$ cat src/hdl/mmx_pkg.sv
// Package for the move and multiply instruction executor
package mmx_pkg;
  // Register layout
  localparam int          AXI_AW          = 8;
  localparam logic [7:0]  ADDR_BANK       = 8'h00;
  localparam logic [7:0]  ADDR_ACC        = 8'h04;
  localparam logic [7:0]  ADDR_PROD       = 8'h08;
  localparam logic [7:0]  ADDR_STATUS     = 8'h0C;
  localparam logic [7:0]  ADDR_INSTR      = 8'h10;
  localparam logic [7:0]  ADDR_FILE_BASE  = 8'h80;
  localparam logic [7:0]  ACC_FILE_ADDR   = 8'h0A;
  localparam logic [7:0]  PERIPH_MAX      = 8'h1F;
  localparam logic [1:0]  RESP_OKAY       = 2'h0;
  localparam logic [1:0]  RESP_SLVERR     = 2'h2;
  localparam logic [15:0] NOP_WORD        = 16'h0000;
  // Opcode patterns
  localparam logic [2:0]  OP_F2P          = 3'h3;
  localparam logic [2:0]  OP_P2F          = 3'h2;
  localparam logic [7:0]  OP_STORE_ACC    = 8'h01;
  localparam logic [7:0]  OP_LOAD_LIT     = 8'hB0;
  localparam logic [7:0]  OP_BANK_LO      = 8'hB8;
  localparam logic [6:0]  OP_BANK_HI      = 7'h5D;
  localparam logic [7:0]  OP_MUL_LIT      = 8'hBC;
  // Data file depth
  localparam int          FILE_DEPTH      = 16;

  typedef enum logic [1:0] {MMX_Q1, MMX_Q2, MMX_Q3, MMX_Q4} mmx_phase_t;
  typedef enum logic [2:0] {
    MMX_NONE, MMX_F2P, MMX_P2F, MMX_STORE, MMX_LIT, MMX_BLO, MMX_BHI, MMX_MUL
  } mmx_op_t;

  typedef struct packed {
    logic [7:0] acc;
    logic [7:0] bank;
    logic [7:0] prod_hi;
    logic [7:0] prod_lo;
    logic       zero;
  } mmx_core_t;
endpackage : mmx_pkg

$ cat src/hdl/mmx_exec.sv
// Move and multiply instruction executor with AXI4-Lite access
`timescale 1ns/1ps
module mmx_exec
  import mmx_pkg::*;
(
  input  wire logic        aclk,
  input  wire logic        aresetn,
  input  wire logic [7:0]  s_axi_awaddr,
  input  wire logic        s_axi_awvalid,
  output logic             s_axi_awready,
  input  wire logic [31:0] s_axi_wdata,
  input  wire logic [3:0]  s_axi_wstrb,
  input  wire logic        s_axi_wvalid,
  output logic             s_axi_wready,
  output logic [1:0]       s_axi_bresp,
  output logic             s_axi_bvalid,
  input  wire logic        s_axi_bready,
  input  wire logic [7:0]  s_axi_araddr,
  input  wire logic        s_axi_arvalid,
  output logic             s_axi_arready,
  output logic [31:0]      s_axi_rdata,
  output logic [1:0]       s_axi_rresp,
  output logic             s_axi_rvalid,
  input  wire logic        s_axi_rready,
  output logic [1:0]       phase
);

  // Register map targets, shared by the write and read paths
  typedef enum logic [2:0] {
    MMX_MAP_NONE,
    MMX_MAP_BANK,
    MMX_MAP_ACC,
    MMX_MAP_PROD,
    MMX_MAP_STATUS,
    MMX_MAP_INSTR,
    MMX_MAP_FILE
  } mmx_map_t;

  // Whole state of the block in one packed struct
  typedef struct packed {
    mmx_core_t                    core;
    mmx_phase_t                   ph;
    logic [15:0]                  instr;
    logic                         pend;
    logic [7:0]                   rd_data;
    logic [FILE_DEPTH-1:0][7:0]   file;
    logic                         aw_got;
    logic                         w_got;
    logic [7:0]                   aw_addr;
    logic [31:0]                  w_data;
    logic [3:0]                   w_strb;
    logic                         bvalid;
    logic [1:0]                   bresp;
    logic                         rvalid;
    logic [31:0]                  rdata;
    logic [1:0]                   rresp;
  } mmx_state_t;

  mmx_state_t st_ff;
  mmx_state_t nxt_st;

  // Instruction class decode, shared by phases
  function automatic mmx_op_t decode(input logic [15:0] w);
    if (w[15:13] == OP_F2P) begin
      return MMX_F2P;
    end else if (w[15:13] == OP_P2F) begin
      return MMX_P2F;
    end else if (w[15:8] == OP_STORE_ACC) begin
      return MMX_STORE;
    end else if (w[15:8] == OP_LOAD_LIT) begin
      return MMX_LIT;
    end else if (w[15:8] == OP_BANK_LO) begin
      return MMX_BLO;
    end else if (w[15:9] == OP_BANK_HI) begin
      return MMX_BHI;
    end else if (w[15:8] == OP_MUL_LIT) begin
      return MMX_MUL;
    end
    return MMX_NONE;
  endfunction : decode

  // Data-space read; accumulator address reads the accumulator
  function automatic logic [7:0] file_rd(input mmx_state_t s, input logic [7:0] a);
    if (a == ACC_FILE_ADDR) begin
      return s.core.acc;
    end
    return s.file[a[3:0]];
  endfunction : file_rd

  // Bus address decode; the data file sits in a window of word slots
  function automatic mmx_map_t map_decode(input logic [7:0] a);
    logic [7:0] off;
    off = a - ADDR_FILE_BASE;
    if (a == ADDR_BANK) begin
      return MMX_MAP_BANK;
    end else if (a == ADDR_ACC) begin
      return MMX_MAP_ACC;
    end else if (a == ADDR_PROD) begin
      return MMX_MAP_PROD;
    end else if (a == ADDR_STATUS) begin
      return MMX_MAP_STATUS;
    end else if (a == ADDR_INSTR) begin
      return MMX_MAP_INSTR;
    end else if (a >= ADDR_FILE_BASE && off[7:2] < 6'(FILE_DEPTH)) begin
      return MMX_MAP_FILE;
    end
    return MMX_MAP_NONE;
  endfunction : map_decode

  // Word slot of a file address inside the window
  function automatic logic [3:0] file_slot(input logic [7:0] a);
    logic [7:0] off;
    off = a - ADDR_FILE_BASE;
    return off[5:2];
  endfunction : file_slot

  mmx_op_t     op;
  logic [7:0]  src_a;
  logic [7:0]  dst_a;
  logic [7:0]  wr_val;
  logic        dst_acc;
  logic [7:0]  lit8;
  logic [3:0]  lit_lo;
  logic [3:0]  lit_hi;
  logic [15:0] product;

  // Operand fields of the held word
  always_comb begin
    op     = decode(st_ff.instr);
    lit8   = st_ff.instr[7:0];
    lit_lo = st_ff.instr[3:0];  // Bits 7:4 of the word ignored
    lit_hi = st_ff.instr[7:4];  // Bits 3:0 and 8 of the word ignored
  end

  // Source and destination data addresses by instruction class
  always_comb begin
    src_a = st_ff.instr[7:0];
    dst_a = {3'h0, st_ff.instr[12:8]};
    unique case (op)
      MMX_P2F: begin
        src_a = {3'h0, st_ff.instr[12:8]};  // Short peripheral address
        dst_a = st_ff.instr[7:0];
      end
      MMX_STORE: begin
        dst_a = st_ff.instr[7:0];  // Any of the full data space
      end
      default: begin
        dst_a = {3'h0, st_ff.instr[12:8]};  // Short peripheral address
      end
    endcase
  end

  // Value and target of the Q4 data write
  always_comb begin
    dst_acc = (dst_a == ACC_FILE_ADDR);
    wr_val  = (op == MMX_STORE) ? st_ff.core.acc : st_ff.rd_data;
  end

  // Unsigned 8x8 product; no carry or overflow can arise
  always_comb begin
    product = st_ff.core.acc * lit8;
  end

  // Next state: bus slave and four-phase execution
  always_comb begin
    nxt_st = st_ff;
    // Write address and data taken in either order
    if (s_axi_awvalid && s_axi_awready) begin
      nxt_st.aw_got  = 1'b1;
      nxt_st.aw_addr = s_axi_awaddr;
    end
    if (s_axi_wvalid && s_axi_wready) begin
      nxt_st.w_got  = 1'b1;
      nxt_st.w_data = s_axi_wdata;
      nxt_st.w_strb = s_axi_wstrb;
    end
    // Answer dropped once the master has taken it
    if (s_axi_bvalid && s_axi_bready) begin
      nxt_st.bvalid = 1'b0;
    end
    // Commit a write once both halves are held
    if (st_ff.aw_got && st_ff.w_got && !st_ff.bvalid) begin
      nxt_st.aw_got = 1'b0;
      nxt_st.w_got  = 1'b0;
      nxt_st.bvalid = 1'b1;
      nxt_st.bresp  = RESP_OKAY;
      // Target chosen by the shared address decode
      unique case (map_decode(st_ff.aw_addr))
        MMX_MAP_INSTR: begin
          // A second word while one is in flight is refused and dropped
          if (st_ff.pend) begin
            nxt_st.bresp = RESP_SLVERR;
          end else begin
            nxt_st.pend  = 1'b1;
            nxt_st.instr = st_ff.w_data[15:0];
          end
        end
        MMX_MAP_BANK: begin
          if (st_ff.w_strb[0]) begin
            nxt_st.core.bank = st_ff.w_data[7:0];
          end
        end
        MMX_MAP_ACC: begin
          if (st_ff.w_strb[0]) begin
            nxt_st.core.acc = st_ff.w_data[7:0];
          end
        end
        MMX_MAP_FILE: begin
          if (st_ff.w_strb[0]) begin
            nxt_st.file[file_slot(st_ff.aw_addr)] = st_ff.w_data[7:0];
          end
        end
        // Product and status are read-only; holes are refused
        MMX_MAP_PROD, MMX_MAP_STATUS, MMX_MAP_NONE: nxt_st.bresp = RESP_SLVERR;
      endcase
    end
    // Read channel
    if (s_axi_rvalid && s_axi_rready) begin
      nxt_st.rvalid = 1'b0;
    end
    // Address taken: the answer stands from the next edge
    if (s_axi_arvalid && s_axi_arready) begin
      nxt_st.rvalid = 1'b1;
      nxt_st.rresp  = RESP_OKAY;
      nxt_st.rdata  = 32'h0000_0000;
      // Unused upper data bits read as zero
      unique case (map_decode(s_axi_araddr))
        MMX_MAP_BANK:   nxt_st.rdata[7:0] = st_ff.core.bank;
        MMX_MAP_ACC:    nxt_st.rdata[7:0] = st_ff.core.acc;
        MMX_MAP_PROD:   nxt_st.rdata[15:0] = {st_ff.core.prod_hi, st_ff.core.prod_lo};
        MMX_MAP_STATUS: nxt_st.rdata[1:0] = {st_ff.pend, st_ff.core.zero};
        MMX_MAP_INSTR:  nxt_st.rdata[15:0] = st_ff.instr;
        MMX_MAP_FILE:   nxt_st.rdata[7:0] = st_ff.file[file_slot(s_axi_araddr)];
        // Holes in the map answer with an error and zero data
        MMX_MAP_NONE:   nxt_st.rresp = RESP_SLVERR;
      endcase
    end
    // Four-phase instruction cycle, runs only with a pending word
    if (st_ff.pend) begin
      unique case (st_ff.ph)
        MMX_Q1: nxt_st.ph = MMX_Q2;
        // Q2 fetches the source operand
        MMX_Q2: begin
          nxt_st.ph      = MMX_Q3;
          nxt_st.rd_data = file_rd(st_ff, src_a);
        end
        MMX_Q3: nxt_st.ph = MMX_Q4;
        // Q4 writes the result and retires the word
        MMX_Q4: begin
          nxt_st.ph   = MMX_Q1;
          nxt_st.pend = 1'b0;
          unique case (op)
            MMX_F2P, MMX_P2F, MMX_STORE: begin
              // Destination write in Q4
              if (dst_acc) begin
                nxt_st.core.acc = wr_val;
              end else begin
                nxt_st.file[dst_a[3:0]] = wr_val;
              end
              if (op == MMX_P2F) begin
                nxt_st.core.zero = (st_ff.rd_data == 8'h00);
              end
            end
            MMX_LIT: nxt_st.core.acc = lit8;
            MMX_BLO: nxt_st.core.bank[3:0] = lit_lo;
            MMX_BHI: nxt_st.core.bank[7:4] = lit_hi;
            MMX_MUL: begin
              nxt_st.core.prod_hi = product[15:8];
              nxt_st.core.prod_lo = product[7:0];
            end
            MMX_NONE: begin
              // Undecoded words retire; same-cycle bus writes still land
              nxt_st.pend = 1'b0;
            end
          endcase
        end
      endcase
    end
  end

  // State register, synchronous reset
  always_ff @(posedge aclk) begin
    if (!aresetn) begin
      st_ff       <= '0;
      st_ff.instr <= NOP_WORD;
    end else begin
      st_ff <= nxt_st;
    end
  end

  // Bus handshakes and outputs
  assign s_axi_awready = !st_ff.aw_got && !st_ff.bvalid;
  assign s_axi_wready  = !st_ff.w_got && !st_ff.bvalid;

  // Answers come straight from the registered state
  assign s_axi_bvalid  = st_ff.bvalid;
  assign s_axi_bresp   = st_ff.bresp;
  assign s_axi_arready = !st_ff.rvalid;
  assign s_axi_rvalid  = st_ff.rvalid;
  assign s_axi_rdata   = st_ff.rdata;
  assign s_axi_rresp   = st_ff.rresp;
  assign phase         = st_ff.ph;

endmodule : mmx_exec

$ cat config.mk
export PLATFORM = sky130hd
export DESIGN_NAME = mmx_exec
export DESIGN_NICKNAME = d
export VERILOG_FILES = /design/src/hdl/mmx_pkg.sv /design/src/hdl/mmx_exec.sv
export SDC_FILE = /design/constraint.sdc
export NUM_CORES = 1
export LEC_CHECK = 0
export BUFFER_PORTS_ARGS = -buffer_cell sky130_fd_sc_hd__buf_2
export CAP_MARGIN = 20
export CORE_AREA = 2 2 210 171
export DETAILED_ROUTE_END_ITERATION = 7
export DIE_AREA = 0 0 212 173
export GPL_ROUTABILITY_DRIVEN = 0
export PLACE_DENSITY = 0.64
export SLEW_MARGIN = 15
export SYNTH_ARGS = -nofsm -noshare
export SYNTH_HDL_FRONTEND = slang
export SYNTH_SLANG_ARGS = --single-unit
export TNS_END_PERCENT = 20
$ cat constraint.sdc
create_clock -name aclk -period 7.05 [get_ports aclk]
set_input_delay 0.705 -clock aclk [delete_from_list [all_inputs] [get_ports aclk]]
set_output_delay 0.705 -clock aclk [all_outputs]
set_load 0.05 [all_outputs]
# == Yosys cells after proc, flatten, opt, wreduce, memory -nomap -nowiden ==
# Index checks and enable logic that the tools add are counted.
# W data, S select, Z words.
# classes
addsub,2
mul,1
n_lt_le_gt_ge,10
eq_ne,39
n_mux,101
bitwise_logic,2
n_reduce_logical,33
# op_table
cell,n
$mux W128,5
$bwmux W128,2
$mux W137,1
$mux W130,1
$mux W8,15
$mux W3,25
$mux W35,2
$bmux W8 S4,2
$demux W8 S4,2
$eq A8 B4 Y1 const B,6
$mux W1,33
$mux W33,1
$mux W16,2
$pmux W8 S2,2
$eq A3 B3 Y1 const B,10
$pmux W6 S5,1
$eq A3 B2 Y1 const B,8
$eq A8 B8 Y1 const B,3
$logic_not A8 Y1,3
$lt A4 B5 Y1 const B,4
$eq A8 B3 Y1 const B,2
$eq A8 B5 Y1 const B,2
$ge A8 B8 Y1 const B,2
$mul A8 B8 Y16,1
other kinds (24),53
# word_totals
regBits,237
input_bits,59
out_inout_bits,43

# == Longest topological paths before layout ==
# Gate-level depths: netlist of the first run.
# logic_depth
ltp_word,21
ltp_mapped,17

# == Worst setup path before layout of the first run ==
# No wires, ideal clock.
# synth_timing
kind,reg2reg
from,"register st_ff, in the netlist lit8[2]"
to,register st_ff[252] in the netlist's numbering
t_arrival_ns,4.259
path_slack_ns,2.661
path_stages_with_launch,15
path_cell_list,dfxtp_1 > clkbuf_1 > clkbuf_1 > nand2_1 > fa_1 > fa_1 > inv_1 > fa_1 > fa_1 > ha_1 > or4_1 > o21a_1 > a41oi_1 > xor2_1 > o31ai_1
# synth_between
elab_chain_len,1
# synth_lines
item,line_no,rtl
from (decl),mmx_exec.sv:59,mmx_state_t st_ff;
from (signal assigned),mmx_exec.sv:287,st_ff <= nxt_st;
$mul A8 B8 Y16,mmx_exec.sv:161,product = st_ff.core.acc * lit8;
# Every way passes these cells.
# A chain may end at the register's enable or synchronous reset.

# == Worst setup path in the final report of the first run ==
# layout_timing
from,"register st_ff, in the netlist lit8[3]"
to,register st_ff[254] in the netlist's numbering
# Same word-level chain as after synthesis.

==> results.md, run 1 <==
- Post-synthesis mux area share: around 21%
- Clock Path Buffers: 3
- Row Count: 61
- EDFF count, synth: 0
- FMAX: 0.2079 GHz
- Final WL: around 52 mm
- R2r startpoint: lit8[3]$_SDFFE_PN0P_
- Crit-path cells: nand2_1 > fa_1 > fa_1 > inv_1 > fa_1 > fa_1 > ha_1 > or4_1 > o21a_1 > a31oi_1 > a21oi_1 > xnor2_1 > a21oi_1
- Placed Area: ~16000 um2
- RSZ-0062 raised after global routing: no
- R2R Path End: st_ff[254]$_SDFFE_PN0P_
- PortBufs: 64
- Final hold vios: 0
- # diodes: 0
- Core ar.: around 34000 um2
- Initial antenna violation count: 3
- Final ANT Viol Nets: 0
- Max incr delay on CP: between 0.9 and 1 ns
- Initial core utilization: 44.72%
- Crit path launch type: flip-flop
- Nets: 1853
- Least-Margin Pin Slew: 1.194 ns
- Die W: around 210 um
- Worst-path maximum fanout: 18
- Number of synthesized register bits: 235
- Synth top area share: between 30% and 40%
- Seq/Total Area, Yosys: 30.56%
- FFs w/ async S/R, synth: 0%
- Die height: between 150 and 200 um
- Root buf cell: clkbuf_16
- Largest net degree at the start of global routing: slightly below 70
- Slew margin rel.: 20.30%
- Most common cell on crit path: fa_1
- Share of cells above drive strength 1: 14.61%
- Cells on Worst Hold Path: 2
- Tmin final: ~4.8 ns
- CTS-repair resized insts: 0
- Area growth, synth to finish: 7.924%
- Worst Path Required: ~7.5 ns
- Main combinational cell family by area after synthesis: multiplexers
- HP Start: s_axi_rready
- GRT Util Overall: between 20 and 30%
- Top Ports: 102
- Status: finished clean
- Hold WC Path Type: input pin to flip-flop
- Via count: about 14000
- Cells on worst reg2reg path: 13
- Hold slack final: roughly 0.33 ns
- # Max-Cap Violations: 0
- Arrival time worst endpoint: 5.22 ns
- Total congestion overflow: 0
- Sequential Area: roughly 4700 um2
- Kind of critical path: flip-flop to flip-flop
- Via density: between 6 and 7
- Vias in the first global route: 12952
- Residual DRC: 0
- Leakage: 6.605 nW
- Critical Path Sink Type: flip-flop
- Simple-gate share of the synthesized area: between 10% and 20%
- WP depth: 13
- Largest cells by area after synthesis: dfxtp_1 31%, mux2i_1 9.5%, mux4_2 6.0%, nand2_1 5.7%, fa_1 4.7%
- Setup Buffers After CTS: 0
- Yosys cell types: 75
- Clock-pin transition on the worst setup and hold timing paths: about 0.07 ns
- Synth Instances: approximately 1800
- Multi-input gate area: 9708 um2
- Post-route cell area: between 15000 and 20000 um2
- Die area: between 30000 and 40000 um2
- Syn Area/Cell: 8.722 um2
- YS warnings: 0
- CTS tree: yes
- Worst-Skew Late Latency: ~0.57 ns
- Final setup fails: 0
- CTS H-tree depth: 1
- Internal reg-to-reg setup slack: 2.24 ns
- CTS buffer count: 26
- Leading area contributor after synthesis: dfxtp_1
- Worst vdd ir: 0.1582 mV
- Cell Pwr Density: between 150 and 200 nW/um2
- Critical-path top delay cell: dfxtp_1
- Clock skew: ~0.013 ns
- Final period util: just under 70%
- Fill cell count: approximately 3300
- Synth Flop Type: dfxtp_1
- First-pass iteration count of the detailed router: 6
- Setup TNS: 0 ns
- CP Buf/Inv Count: 1
- Max Slew Vio Count: 0
- Dpl hpwl: approximately 35 mm
- Hold path endpoint: s_axi_rvalid$_SDFFE_PN0P_
- Initial drt markers: 1800
- Delay-heaviest family, CP: adder cells
- XOR/XNOR Fraction of Synth Area: 0.3414%
- WL/cell: roughly 23 um
- First-pass GRT wire length: just under 80 mm
- Synth Area in Compound Gates: 15.36%
- Mapped cell area: 15390 um2
- Hold-fix buffers, CTS: 0
- Post-Synth Adder-Cell Area: about 7.9%
- CTS Sinks: between 200 and 250
synth_stat cells (7+ instances only):
master and instances:
buf_4 46, dfxtp_1 235, a311oi_1 35, o22ai_1 34, clkbuf_1 100, and2_1 41, buf_2 17, a211oi_1 32
and3_1 7, inv_1 50, o221ai_1 9, o21ai_0 97, a221oi_1 15, a21oi_1 73, nand3_1 89, o31ai_1 9
buf_1 9, fa_1 36, nor3_1 28, ha_1 40, nand3b_1 7, nor4_1 14, o21a_1 12, mux2_2 63
nor2_1 134, mux2i_1 146, mux4_2 41, nand2_1 232, nand2b_1 10
per-stage QoR:
step	util [%]	worst slack (ns)	cells	total power, mW
after floorplan	-	2.661	1782	1.571
after global placement	45.47	2.381	2160	1.618
after detailed placement	45.47	2.341	2160	1.621
after CTS	48.20	2.295	2208	3.127
after global routing	48.27	2.013	2210	3.196
final	48.27	2.239	2210	3.116
power breakdown:
group | leakage (nW) | switching, mW | internal, mW
clock network | 0.459 | 0.621 | 0.901
registers | 1.90 | 0.0430 | 1.35
logic | 4.25 | 0.150 | 0.0552
cells in the final DEF, fill, tap and decap left out, types with 6 or more instances in the layout:
cell,Yosys,routed
a311oi_1,35,35
nor3_1,28,27
o22ai_1,34,34
o21a_1,12,12
nor4_1,14,14
nand3b_1,7,7
a211oi_1,32,32
a21oi_1,73,73
inv_1,50,50
mux2_2,63,63
a221oi_1,15,15
buf_2,17,64
nor2_1,134,134
mux2i_1,146,145
nand2_1,232,232
nand4_1,6,6
nand3_1,89,89
nor2b_1,6,6
ha_1,40,40
o221ai_1,9,9
nand2b_1,10,10
conb_1,1,18
clkbuf_16,0,26
and3_1,7,7
mux4_2,41,41
o31ai_1,9,9
and2_1,41,41
dfxtp_1,235,235
fa_1,36,36
o21ai_0,97,97
buf_4,46,19
final cells by class:
cell class              count  share of cell area [%]
clock buffers              33                   4.255
flip-flops and latches    235                   28.32
well taps                 472                   3.554
repair buffers             84                   2.877
multi-input cells        1320                   58.43
inverters                  51                   1.167
clock inverters            15                   1.401
cells by family after synthesis:
logic type | Yosys count
other | 1
buffers and inverters | 227
muxes | 254
DFF | 235
adders and majority gates | 76
AOI/OAI and AO/OA | 361
xor gates and xnor gates | 6
and+or+nand+nor | 605
worst max-delay path by stage:
stage / startpoint / end / slack, ns
after detailed placement: lit8[2]$_SDFFE_PN0P_ / st_ff[254]$_SDFFE_PN0P_ / 2.34
after global routing: lit8[3]$_SDFFE_PN0P_ / st_ff[255]$_SDFFE_PN0P_ / 2.01
after floorplan: lit8[2]$_SDFFE_PN0P_ / st_ff[252]$_SDFFE_PN0P_ / 2.66
after CTS: lit8[2]$_SDFFE_PN0P_ / st_ff[254]$_SDFFE_PN0P_ / 2.30
after global placement: lit8[2]$_SDFFE_PN0P_ / st_ff[254]$_SDFFE_PN0P_ / 2.38
final: lit8[3]$_SDFFE_PN0P_ / st_ff[254]$_SDFFE_PN0P_ / 2.24
metal layers:
| layer | part of all wire (%) | track usage [%] | vias to the layer above | wire length [um] |
|---|---|---|---|---|
| li1 | - | - | 6241 | - |
| met1 | 44 | 41.54 | 6813 | 22620 |
| met2 | 41 | 39.70 | 840 | 21390 |
| met4 | 3.6 | 9.595 | 4 | 1848 |
| met3 | 12 | 6.030 | 143 | 5998 |
| met5 | 0.044 | 0 | - | 23 |
flip-flops by register name (all words and copies together) (netlist names):
signal        count
s_axi_bresp       1
phase             2
s_axi_rdata      16
lit8              8
s_axi_rvalid      1
s_axi_rresp       1
s_axi_bvalid      1
st_ff           205
(Power assumes the default switching activity.)
==> run 2, diff against run 1 <==
--- a/config.mk
+++ b/config.mk
@@ -11,7 +11,7 @@
 export DETAILED_ROUTE_END_ITERATION = 7
 export DIE_AREA = 0 0 212 173
 export GPL_ROUTABILITY_DRIVEN = 0
-export PLACE_DENSITY = 0.64
+export PLACE_DENSITY = 0.66
 export SLEW_MARGIN = 15
 export SYNTH_ARGS = -nofsm -noshare
 export SYNTH_HDL_FRONTEND = slang
==> constraint.sdc (replaced) <==
create_clock -name aclk -period 4.34 [get_ports aclk]
set_input_delay 0.434 -clock aclk [delete_from_list [all_inputs] [get_ports aclk]]
set_output_delay 0.434 -clock aclk [all_outputs]
set_load 0.05 [all_outputs]
==> results.md, run 2 (same netlist as run 1, synthesis figures left out) <==
- Commonest cells after routing, fill and taps aside: 232 x nand2_1, 226 x dfxtp_1, 145 x mux2i_1
- GRT Util Overall: between 20% and 30%
- First-pass GRT wire length: 77.89 mm
- Reg with most FFs: st_ff
- Cell Pwr Density: between 200 and 300 nW/um2
- Post-route cell area: 16890 um2
- First-pass iteration count of the detailed router: 7
- # Max-Cap Violations: 0
- Setup ws final: around 0.16 ns
- Fill cell count: roughly 3300
- Final hold vios: 0
- Hold WC Path Type: input pin to flip-flop
- Vias in the first global route: 13089
- Kind of critical path: flip-flop to flip-flop
- # diodes: 0
- Non-Filler Instances: around 2300
- Via count: around 14000
- Dpl hpwl: 36.22 mm
- CTS buffer count: 25
- Top Ports: between 100 and 150
- PortBufs: 64
- Status: finished clean
- Area growth, synth to finish: 9.737%
- Setup TNS: 0 ns
- Final ANT Viol Nets: 0
- Worst-path maximum fanout: 5
- Inst Count DP: 2203
- Final setup fails: 0
- Core ar.: about 34000 um2
- FMAX: between 0.2 and 0.25 GHz
- Residual DRC: 0
- Initial core utilization: 44.72%
- CTS H-tree depth: 1
- Leakage: just under 7 nW
- Placed Area: between 15000 and 20000 um2
- Worst vdd ir: 0.3313 mV
- Tmin final: roughly 4.2 ns
- WL/cell: between 20 and 25 um
- CTS tree: yes
- Row Count: 61
- Arrival time worst endpoint: 4.58 ns
- Initial antenna violation count: 0
- Die W: ~210 um
- Setup crit start: st_ff[268]$_SDFF_PN0_
- Die area: 36680 um2
- HP Start: s_axi_rready
- Clock-pin transition on the worst setup and hold timing paths: about 0.07 ns
- Share of cells above drive strength 1: about 17%
- Max Slew Vio Count: 0
- Via density: ~6.2
- R2r startpoint: st_ff[268]$_SDFF_PN0_
- Largest net degree at the start of global routing: 77
- Post-Place Setup Slack: -0.01523 ns
- Slew margin rel.: between 15 and 20%
- Critical Path Sink Type: flip-flop
- Final WL: 51.03 mm
- Worst-Skew Late Latency: 0.56 ns
- Clock skew: 0.02247 ns
- Commonest non-fill, non-tap cell in the layout: nand2_1
- Total congestion overflow: 0
- Worst Path Required: between 4 and 5 ns
- Nets: about 1900
- Final period util: just under 100%
- Root buf cell: clkbuf_16
- Least-Margin Pin Slew: ~1.2 ns
- Hold-fix buffers, CTS: 0
- CTS Sinks: around 240
- Initial drt markers: around 1700
- Crit path launch type: flip-flop
- Clock Path Buffers: 3
- Die height: between 150 and 200 um
- Max reg flops: around 210
run 2: critical path, stage by stage, from the launching register on:
cell and delay [ns]:
dfxtp_2 0.35, buf_4 0.15, and2_1 0.18, fa_1 0.43, inv_1 0.08, fa_1 0.41, inv_1 0.09, fa_1 0.40
fa_1 0.54, ha_4 0.21, or4_1 0.51, o21a_1 0.16, a31oi_1 0.18, a21oi_1 0.11, xnor2_1 0.15, a21oi_1 0.09
run 2: routing by layer:
layer	part of all wire [%]	wire length [um]	vias up	track usage, %
met5	0	0	-	0
met4	2.9	1498	0	8.715
met3	11	5656	103	6.847
met2	42	21500	758	39.75
met1	44	22370	6887	39.34
li1	-	-	6320	-
run 2: repair_timing:
item,in CTS,in global routing
pin swaps,0,1
buffers inserted,0,1
endpoints found under the hold margin,0,0
gates resized for setup,1,14
endpoints found under the setup margin,2,7
run 2: final cells by class:
class,count,area (um2),area share [%]
Timing Repair Buffer,129,864.6,5.118
Inverter,51,193.9,1.148
Clock buffer,38,734.5,4.348
Tap cell,472,590.6,3.496
Multi-Input combinational cell,1320,9728,57.58
Clock inverter,6,63.81,0.3777
Sequential cell,235,4718,27.93
run 2: final timing paths:
kind | end | slack [ns] | cells past startpoint
max | st_ff[254]$_SDFFE_PN0P_ | 0.16 | 15
min | s_axi_rvalid$_SDFFE_PN0P_ | 0.08 | 2
max reg2reg | st_ff[254]$_SDFFE_PN0P_ | 0.16 | 15
min reg2reg | st_ff[52]$_SDFFE_PN0P_ | 0.45 | 2
run 2: through the flow:
step	hold slack, ns	utilization [%]	total power, mW
2_1_floorplan	0.4286	-	2.553
3_3_place_gp	0.4398	46.45	2.631
3_5_place_dp	0.4449	46.45	2.637
4_1_cts	0.06321	48.77	4.758
5_1_grt	0.07304	49.08	4.878
6_report	0.07555	49.08	4.752
run 2: where the power goes:
part	internal [mW]	total, mW	leakage, nW	switching [mW]
Combinational	0.0980	0.353	4.49	0.255
Clock	1.22	2.15	0.386	0.927
Sequential	2.19	2.25	1.90	0.0607
Total	3.51	4.75	6.78	1.24
